`config.mk`:
```
export PLATFORM = sky130hd
export DESIGN_NAME = cpsr_core
export DESIGN_NICKNAME = d
export VERILOG_FILES = /design/src/core/cpsr_pkg.sv /design/src/core/cpsr_fifo.sv /design/src/core/cpsr_core.sv
export SDC_FILE = /design/constraint.sdc
export NUM_CORES = 2
export LEC_CHECK = 0
export BUFFER_PORTS_ARGS = -buffer_cell sky130_fd_sc_hd__buf_4
export CAP_MARGIN = 20
export CELL_PAD_IN_SITES_DETAIL_PLACEMENT = 1
export CELL_PAD_IN_SITES_GLOBAL_PLACEMENT = 1
export CORE_MARGIN = 3
export CORE_UTILIZATION = 24
export CTS_CLUSTER_DIAMETER = 30
export DETAILED_ROUTE_END_ITERATION = 12
export MAX_ROUTING_LAYER = met4
export PLACE_DENSITY_LB_ADDON = 0.1
export SYNTH_ARGS = -nofsm -noshare
export SYNTH_HDL_FRONTEND = slang
export SYNTH_MEMORY_MAX_BITS = 65536
export SYNTH_SLANG_ARGS = --single-unit
export TNS_END_PERCENT = 50
```
`constraint.sdc`:
```
create_clock -name mclk -period 8.6 [get_ports mclk]
set_clock_uncertainty 0.05 [all_clocks]
set_input_delay 1.72 -clock mclk [delete_from_list [all_inputs] [get_ports mclk]]
set_output_delay 1.72 -clock mclk [all_outputs]
set_load 0.03 [all_outputs]
```
`src/core/cpsr_pkg.sv`:
```
// Shared constants and carrier types for the slow register file,
// high-address byte file and operand byte buffer.
// Assumes one microcycle clock and decoded microinstruction strobes.
package cpsr_pkg;

	// Storage geometry
	localparam int DATA_W     = 16;
	localparam int SLOW_DEPTH = 256;
	localparam int HI_DEPTH   = 16;
	localparam int HI_W       = 8;
	localparam int XBUF_DEPTH = 2;

	// Buffer state pointer encodings
	localparam logic [1:0] PTR_EMPTY = 2'h0;
	localparam logic [1:0] PTR_BYTE  = 2'h1;
	localparam logic [1:0] PTR_FULL  = 2'h2;
	localparam logic [1:0] PTR_WORD  = 2'h3;

	// Click phase on which the opcode dispatch is honoured
	localparam logic [1:0] PHASE_C2 = 2'h2;

	// Function-select pattern that frees the Z field for input selects
	localparam logic [1:0] FS_IOX = 2'h3;

	// Input-select codes of the Z field during a slow register access
	localparam logic [3:0] FZ_IOX_HI_BYTE = 4'h1;
	localparam logic [3:0] FZ_IOX_ADV     = 4'h2;
	localparam logic [3:0] FZ_IOX_HOLD    = 4'h3;
	localparam logic [3:0] FZ_IOX_UPPER   = 4'h4;
	localparam logic [3:0] FZ_IOX_LOWER   = 4'h5;
	localparam logic [3:0] FZ_IOX_STATE   = 4'h6;

	// Reset values
	localparam logic [7:0] HEAD_RESET = 8'h00;
	localparam logic [3:0] NIB_RESET  = 4'h0;

	typedef struct packed {
		logic [3:0] func_select_field;
		logic [3:0] port_a_sel;
		logic [3:0] port_b_sel;
		logic [3:0] func_field_z;
	} cpsr_fields_t;

	typedef struct packed {
		logic hi_byte_write;
		logic hi_byte_read;
		logic mem_addr_load;
		logic read_head_advance;
		logic read_head_hold;
		logic read_head_upper_nibble;
		logic read_head_lower_nibble;
		logic opcode_dispatch;
		logic forced_opcode_dispatch;
		logic buffer_load;
		logic select_even_head;
		logic select_odd_head;
		logic read_state_complement;
	} cpsr_fn_t;

	typedef struct packed {
		logic [DATA_W-1:0] data;
	} cpsr_xword_t;

endpackage

```
`src/core/cpsr_fifo.sv`:
```
// Small first-in first-out buffer held in flip-flops.
// Assumes both sides run on mclk; depth and width are parameters.
`timescale 1ns/1ps
`default_nettype none
module cpsr_fifo #(
	parameter int WIDTH = 16,
	parameter int DEPTH = 2
) (
	// Clock and reset
	input  wire logic             mclk,
	input  wire logic             rst_n,
	// Filling side
	input  wire logic             in_valid,
	input  wire logic [WIDTH-1:0] in_data,
	output logic                  in_ready,
	// Draining side
	output logic                  out_valid,
	output logic [WIDTH-1:0]      out_data,
	input  wire logic             out_ready
);
	localparam int AW = (DEPTH > 1) ? $clog2(DEPTH) : 1;
	localparam logic [AW:0]   FULL_CNT = (AW + 1)'(DEPTH);
	localparam logic [AW-1:0] LAST_IDX = AW'(DEPTH - 1);

	logic [WIDTH-1:0] mem [DEPTH];
	logic [AW-1:0]    wr_idx;
	logic [AW-1:0]    rd_idx;
	logic [AW:0]      count;
	logic             push;
	logic             pop;

	assign in_ready  = (count != FULL_CNT);
	assign out_valid = (count != '0);
	assign out_data  = mem[rd_idx];
	assign push      = in_valid && in_ready;
	assign pop       = out_valid && out_ready;

	always_ff @(posedge mclk)
	begin
		if (push)
			mem[wr_idx] <= in_data;
	end

	always_ff @(posedge mclk or negedge rst_n)
	begin
		if (!rst_n)
		begin
			wr_idx <= '0;
			rd_idx <= '0;
			count  <= '0;
		end
		else
		begin
			if (push)
				wr_idx <= (wr_idx == LAST_IDX) ? '0 : wr_idx + 1'b1;
			if (pop)
				rd_idx <= (rd_idx == LAST_IDX) ? '0 : rd_idx + 1'b1;
			if (push && !pop)
				count <= count + 1'b1;
			else if (pop && !push)
				count <= count - 1'b1;
		end
	end
endmodule
`default_nettype wire

```
`src/core/cpsr_core.sv`:
```
// Slow register file, high-address byte file and operand byte buffer
// of the microprogrammed processor, with its X bus source path.
// Assumes decoded strobes from the microinstruction decoder, all on mclk,
// and a datapath that drains X bus words through a ready handshake.
// Functional notes
// - 256x16 slow file, Y writes, X reads
// - Normal mode address is port A, Z
// - Stack mode uses 0,,stack pointer before modification
// - Indirect mode uses previous Y low nibble
// - Function select 3 decodes Z input selects
// - 16x8 high byte file by port B
// - High byte write from X low, read zeroed
// - Upper address bus driven every cycle
// - Three-byte FIFO; head read or dispatched
// - Dispatch in C2 decrements pointer, reloads head
// - Non-full plain dispatch traps, forced never; interrupt trap first
// - Fewer than three bytes traps to refill
// - Even, odd, head registers; 2-bit pointer codes
// - Advancing read gray-decrements and refills head
// - Hold and nibble reads keep the pointer
// - Load fills even, odd; head when empty
// - Load with odd select takes odd byte
// - Load with advancing read keeps the buffer; head still read
// - Even or odd select alone reloads head
// - State complement read onto two X bits
`timescale 1ns/1ps
`default_nettype none
module cpsr_core
	import cpsr_pkg::*;
#(
	parameter int SLOW_WORDS = cpsr_pkg::SLOW_DEPTH,
	parameter int HI_WORDS   = cpsr_pkg::HI_DEPTH,
	parameter int XBUF_WORDS = cpsr_pkg::XBUF_DEPTH
) (
	// Clock and reset
	input  wire logic                  mclk,
	input  wire logic                  rst_n,
	// Microinstruction fields and controls
	input  wire cpsr_pkg::cpsr_fields_t fields,
	input  wire cpsr_pkg::cpsr_fn_t     fn,
	input  wire logic [1:0]            click_phase,
	input  wire logic                  slow_reg_enable,
	input  wire logic                  carry_in,
	input  wire logic                  indirect_addr_fn,
	input  wire logic [3:0]            stack_pointer,
	input  wire logic                  pending_interrupt_flag,
	// Data buses
	input  wire logic [15:0]           y_bus,
	input  wire logic [15:0]           x_bus,
	// X bus source handshake
	output logic                       x_rd_room,
	output logic                       x_rd_valid,
	output cpsr_pkg::cpsr_xword_t      x_rd_data,
	input  wire logic                  x_rd_ready,
	// Memory address extension
	output logic [7:0]                 upper_addr_bus,
	// Dispatch and traps
	output logic                       dispatch_valid,
	output logic [7:0]                 dispatch_target,
	output logic                       refill_trap,
	output logic                       interrupt_trap,
	output logic [1:0]                 buffer_state_ptr
);
	// Storage
	logic [15:0] slow_regs [SLOW_WORDS];
	logic [7:0]  high_addr_byte_file [HI_WORDS];
	logic [7:0]  even_byte;
	logic [7:0]  odd_byte;
	logic [7:0]  head_byte_reg;
	logic [1:0]  ptr;

	// Indirect addressing memory of the previous instruction
	logic        prev_indirect;
	logic [3:0]  prev_y_nib;

	// Decode
	logic        normal_mode;
	logic        iox_active;
	logic [7:0]  slow_addr;
	logic        slow_read;
	logic        slow_write;
	logic        rd_hi;
	logic        rd_adv;
	logic        rd_hold;
	logic        rd_upper;
	logic        rd_lower;
	logic        rd_state;
	logic        x_req;
	cpsr_xword_t x_word;
	logic        do_load;
	logic        do_advance;
	logic        do_dispatch;

	// Buffer next state
	logic [1:0]  next_ptr;
	logic [7:0]  next_head;
	logic        load_pair;

	function automatic logic [1:0] gray_dec(input logic [1:0] p);
		logic [1:0] r;
		r = PTR_FULL;
		unique case (p)
			PTR_FULL:  r = PTR_WORD;
			PTR_WORD:  r = PTR_BYTE;
			PTR_BYTE:  r = PTR_EMPTY;
			PTR_EMPTY: r = PTR_FULL;
		endcase
		return r;
	endfunction

	// Field bit 1 of the select is the second bit from the bottom
	assign normal_mode = fields.func_select_field[1];
	assign slow_read   = slow_reg_enable && !carry_in;
	assign slow_write  = slow_reg_enable && carry_in;
	assign iox_active  = slow_reg_enable &&
		(fields.func_select_field[1:0] == FS_IOX);

	always_comb
	begin
		if (!normal_mode)
			slow_addr = {4'h0, stack_pointer};
		else if (prev_indirect)
			slow_addr = {fields.port_a_sel, prev_y_nib};
		else
			slow_addr = {fields.port_a_sel, fields.func_field_z};
	end

	// Z field doubles as an input select while the slow file is in use
	assign rd_hi    = fn.hi_byte_read ||
		(iox_active && fields.func_field_z == FZ_IOX_HI_BYTE);
	assign rd_adv   = fn.read_head_advance ||
		(iox_active && fields.func_field_z == FZ_IOX_ADV);
	assign rd_hold  = fn.read_head_hold ||
		(iox_active && fields.func_field_z == FZ_IOX_HOLD);
	assign rd_upper = fn.read_head_upper_nibble ||
		(iox_active && fields.func_field_z == FZ_IOX_UPPER);
	assign rd_lower = fn.read_head_lower_nibble ||
		(iox_active && fields.func_field_z == FZ_IOX_LOWER);
	assign rd_state = fn.read_state_complement ||
		(iox_active && fields.func_field_z == FZ_IOX_STATE);

	// X bus source selection; only one source is expected per cycle
	always_comb
	begin
		x_req       = 1'b1;
		x_word.data = 16'h0000;
		if (slow_read)
			x_word.data = slow_regs[slow_addr];
		else if (rd_hi)
			x_word.data = {8'h00, high_addr_byte_file[fields.port_b_sel]};
		else if (rd_adv || rd_hold)
			x_word.data = {8'h00, head_byte_reg};
		else if (rd_upper)
			x_word.data = {12'h000, head_byte_reg[7:4]};
		else if (rd_lower)
			x_word.data = {12'h000, head_byte_reg[3:0]};
		else if (rd_state)
			x_word.data = {12'h000, ~ptr, 2'b00};
		else
			x_req = 1'b0;
	end

	// A full output buffer stalls the advance so no byte is lost
	cpsr_fifo #(
		.WIDTH ($bits(cpsr_xword_t)),
		.DEPTH (XBUF_WORDS)
	) u_xbuf (
		.mclk      (mclk),
		.rst_n     (rst_n),
		.in_valid  (x_req),
		.in_data   (x_word),
		.in_ready  (x_rd_room),
		.out_valid (x_rd_valid),
		.out_data  (x_rd_data),
		.out_ready (x_rd_ready)
	);

	// Read and write of the buffer together cancel each other
	assign do_load     = fn.buffer_load && !rd_adv;
	assign do_advance  = rd_adv && !fn.buffer_load && x_rd_room;
	assign do_dispatch = (fn.opcode_dispatch || fn.forced_opcode_dispatch)
		&& (click_phase == PHASE_C2);

	always_comb
	begin
		next_ptr  = ptr;
		next_head = head_byte_reg;
		load_pair = 1'b0;
		if (do_load)
		begin
			load_pair = 1'b1;
			if (ptr == PTR_EMPTY && fn.select_odd_head)
			begin
				next_head = x_bus[7:0];
				next_ptr  = PTR_BYTE;
			end
			else if (ptr == PTR_EMPTY)
			begin
				next_head = x_bus[15:8];
				next_ptr  = PTR_WORD;
			end
			else
				next_ptr = PTR_FULL;
		end
		else if (do_advance || do_dispatch)
		begin
			next_ptr  = gray_dec(ptr);
			next_head = ptr[1] ? odd_byte : even_byte;
		end
		else if (fn.select_even_head)
		begin
			next_head = even_byte;
			next_ptr  = PTR_WORD;
		end
		else if (fn.select_odd_head)
		begin
			next_head = odd_byte;
			next_ptr  = PTR_BYTE;
		end
	end

	// Storage arrays carry no reset; software initialises them
	always_ff @(posedge mclk)
	begin
		if (slow_write)
			slow_regs[slow_addr] <= y_bus;
	end

	// Loads during an address load are excluded by microcode
	always_ff @(posedge mclk)
	begin
		if (fn.hi_byte_write)
			high_addr_byte_file[fields.port_b_sel] <= x_bus[7:0];
	end

	assign upper_addr_bus = high_addr_byte_file[fields.port_b_sel];

	always_ff @(posedge mclk or negedge rst_n)
	begin
		if (!rst_n)
		begin
			prev_indirect <= 1'b0;
			prev_y_nib    <= NIB_RESET;
		end
		else
		begin
			prev_indirect <= indirect_addr_fn;
			prev_y_nib    <= y_bus[3:0];
		end
	end

	always_ff @(posedge mclk or negedge rst_n)
	begin
		if (!rst_n)
		begin
			ptr           <= PTR_EMPTY;
			head_byte_reg <= HEAD_RESET;
			even_byte     <= HEAD_RESET;
			odd_byte      <= HEAD_RESET;
		end
		else
		begin
			ptr           <= next_ptr;
			head_byte_reg <= next_head;
			if (load_pair)
			begin
				even_byte <= x_bus[15:8];
				odd_byte  <= x_bus[7:0];
			end
		end
	end

	assign buffer_state_ptr = ptr;

	// Dispatch result is registered, one cycle after the request
	always_ff @(posedge mclk or negedge rst_n)
	begin
		if (!rst_n)
		begin
			dispatch_valid  <= 1'b0;
			dispatch_target <= HEAD_RESET;
			refill_trap     <= 1'b0;
			interrupt_trap  <= 1'b0;
		end
		else
		begin
			dispatch_valid <= do_dispatch;
			if (do_dispatch)
				dispatch_target <= head_byte_reg;
			// The forced form never traps
			refill_trap <= do_dispatch && fn.opcode_dispatch &&
				ptr != PTR_FULL && !pending_interrupt_flag;
			interrupt_trap <= do_dispatch && fn.opcode_dispatch &&
				ptr != PTR_FULL && pending_interrupt_flag;
		end
	end
endmodule
`default_nettype wire

```
==> out/metrics.cfg <==
[placed_design]
place_ws_ns = 0.796
portBuffers = 109
placed_cell_area_sq_mm = 0.185
gp_congestion = 0.843
dp_hpwl_um = 466000
dp_cells = 19200

[job]
cap_violations = 0

[routing]
vias = 103000
post-route-drc-count = 0
vias_per_cell = 4.82
dr.pass1.iters = 6
postRouteWirelength_um = 737000
first_iter_violations = 10800
ant_nets = 0
wire_per_inst_um = 34.7

[synth]
synthArstFlopShare = 0.0107
netlist-cell-type-count = 95
yosys_warnings = 0
synth_area_sq_mm = 0.168
synth_edf_count = 4256
ys_seq_area_frac = 0.765
synth_area_per_cell_sq_um = 17.5
synth_flop_cell = edfxtp_1
netlist_instances = 9641
ys_seq_elements = 4302
syn-num-nets = 9716

[layout]
final_area_sq_mm = 0.223
top_register = slow_regs
largest_registers = slow_regs x4096, high_addr_byte_file x128, u_xbuf.mem x32
final-seq-area_sq_mm = 0.129
largest_reg_flops = 4096
fin_nets = 11200
fillCellCount = 70800
multi_input_area_sq_mm = 0.0368
syn_to_final_growth_pct = 32.5
drive_gt1_frac = 0.288
final_cells = 21300
fin_util = 0.319

[sta]
setup-violations-final = 0
fin_hold_ws_ns = 0.446
clock.fmax_ghz = 0.150
max_slew_margin = 0.152
finalHoldViolCount = 0
period_needed_ns = 6.68
fin_tns_setup_ns = 0
fin_crit_sh = 0.776
fin_ws_ns = 1.92
worst_pin_slew_ns = 1.24
drv_slew = 0
rsz0062_at_grt = false

[critical_path]
cp.required_ns = 9.56
startpoint_type = primary input
critical_path_class = in -> reg
cp.arrival_ns = 7.63
path_max_fanout = 41
endpoint_kind = register

[clock_network]
cts_made_buffers = 1189
root_buffer = clkbuf_16
htreeDepth = 7
clock_latency_ns = 1.21
cts_tree = built
cts_resized = 0
cts_hold_buf = 0
cts_buffer_depth = 5
post_cts_buffers = 0
clk_pin_slew_worst_paths_ns = 0.04
cts_num_sinks = 4302

[power]
p_switching_mw = 15.9
clkPwrFrac = 0.601
internal_power_mw = 54.1
totalPowerFinal_mw = 70.0
powerDensity_mw_per_mm2 = 313
comb_power_share = 0.065
leakage_nw = 74.8
power_frac_seq = 0.334
netSwitchingFraction = 0.227
peakVddDrop_mv = 0.194

[run_status]
status = complete, no violations

[floorplanning]
start_util = 0.241
chipHeight_um = 844
rows = 307
dieArea_sq_mm = 0.712
io_pins = 113
dieWidth_um = 844
core_sq_mm = 0.699

[global_route]
grt_pass1_wl_um = 978000
grt_util_met2 = 0.328
grt_pass1_vias = 107000
use_met1 = 0.271
grt_antenna_before_repair = 94
grt-ovfl-total = 0
top_usage_layer = met2
met3_usage = 0.0395
grt_start_max_net_pins = 147
gr-usage-all-layers = 0.209

[hold_path]
worstHoldPathType = reg -> reg

==> layout make-up <==
| type | instances | share of cell area |
|---|---|---|
| inverter | 8 | 0.000135 |
| clock buffer | 1371 | 0.139 |
| antenna | 43 | 0.000482 |
| multi-input combinational | 4740 | 0.165 |
| timing repair buffer | 867 | 0.0347 |
| sequential | 4302 | 0.578 |
| tap | 9270 | 0.0520 |
| clock inverter | 662 | 0.0314 |
==> critical path: stages <==
cell,delay [ns]
buf_4,0.47
nor2_1,0.22
a21oi_4,0.76
buf_12,0.34
buf_4,0.57
mux4_1,0.25
and2_1,0.12
a2111oi_0,0.07
a31oi_1,0.80
nand4_1,0.51
a2111oi_1,0.86
buf_4,0.25
and4_1,0.28
buf_12,0.18
==> Yosys cell counts, types with 15 or more instances <==
library cell / instances / area (sq um)
o21ai_0: 63 / 315
nor2_1: 349 / 1310
a21oi_1: 518 / 2590
clkbuf_8: 20 / 275
nor3_1: 47 / 235
mux4_2: 471 / 10600
nand2_1: 1551 / 5820
a22oi_1: 264 / 1980
o22ai_1: 27 / 169
buf_6: 57 / 642
edfxtp_1: 4256 / 128000
buf_2: 207 / 1040
nor2b_1: 15 / 93.8
buf_1: 57 / 214
mux4_1: 113 / 2970
a221oi_1: 68 / 596
nand3_1: 440 / 2200
mux2i_1: 186 / 1860
buf_4: 35 / 263
nand4_1: 86 / 538
a32oi_1: 76 / 666
buf_12: 28 / 561
a211oi_1: 54 / 405
and3_1: 31 / 194
mux2_2: 51 / 574
a21o_1: 17 / 128
dfrtp_1: 46 / 1150
nor4_1: 27 / 169
clkbuf_1: 177 / 664
a31oi_1: 85 / 532
==> logic make-up after synthesis <==
family	share of synthesized area
adder cells (fa/ha/maj)	0.0000742
buffers and inverters	0.0227
multiplexers	0.0952
AO/OA/AOI/OAI	0.0515
AND/OR/NAND/NOR	0.0650
flip-flops	0.765
XOR/XNOR	0.000260
==> path summary, 6_finish.rpt <==
kind                                  from                end  slack, ns  depth (start not counted)
max in group asynchronous            rst_n       even_byte[1]       7.52                          1
max reg2reg                  prev_indirect  u_xbuf.mem[0][12]       2.26                         12
min reg2reg                u_xbuf.count[1]    u_xbuf.count[1]       0.45                          1
max                             fields[13]  u_xbuf.mem[0][12]       1.92                         14
min                        u_xbuf.count[1]    u_xbuf.count[1]       0.45                          1
min in group asynchronous            rst_n      u_xbuf.rd_idx       0.53                          1
==> cells in the final DEF (no fill, tap or decap), types with 12 or more instances in the layout <==
cell	synthesis	final
mux4_1	113	113
a221oi_1	68	68
and3_1	31	31
a21oi_1	518	513
inv_6	0	26
buf_8	8	23
nor2_4	0	30
a211oi_1	54	52
nand3_1	440	437
clkbuf_16	0	1211
clkinv_2	0	206
clkinv_1	1	187
nor2b_1	15	12
a22oi_1	264	264
clkbuf_1	177	152
mux2_2	51	51
mux2i_1	186	186
clkinvlp_4	0	75
bufinv_16	0	140
nand2_2	3	15
nand2_1	1551	1533
mux4_2	471	471
o21ai_0	63	57
nor4_1	27	22
dfrtp_1	46	46
a31oi_1	85	84
a32oi_1	76	76
nor3_1	47	42
a21o_1	17	14
clkinv_4	0	25
edfxtp_1	4256	4256
nand4_1	86	86
buf_12	28	74
o22ai_1	27	27
nor2_2	0	244
diode_2	0	43
buf_4	35	760
nor2_1	349	75
==> power groups by stage <==
stage               sequential (mW)  combinational, mW  clock (mW)
floorplan                      23.7               2.11           0
global placement               23.7               4.54           0
detailed placement             23.7               4.60           0
CTS                            23.4               4.61        42.8
global route                   23.4               4.73        44.0
finish                         23.4               4.52        42.1
==> layer usage <==
| layer | share of wire | wire (um) |
|---|---|---|
| met4 | 0.034 | 25300 |
| met3 | 0.054 | 39600 |
| met5 | 0 | 0 |
| met1 | 0.44 | 324000 |
| met2 | 0.47 | 348000 |
No activity file was read; power rests on OpenSTA's default activity.
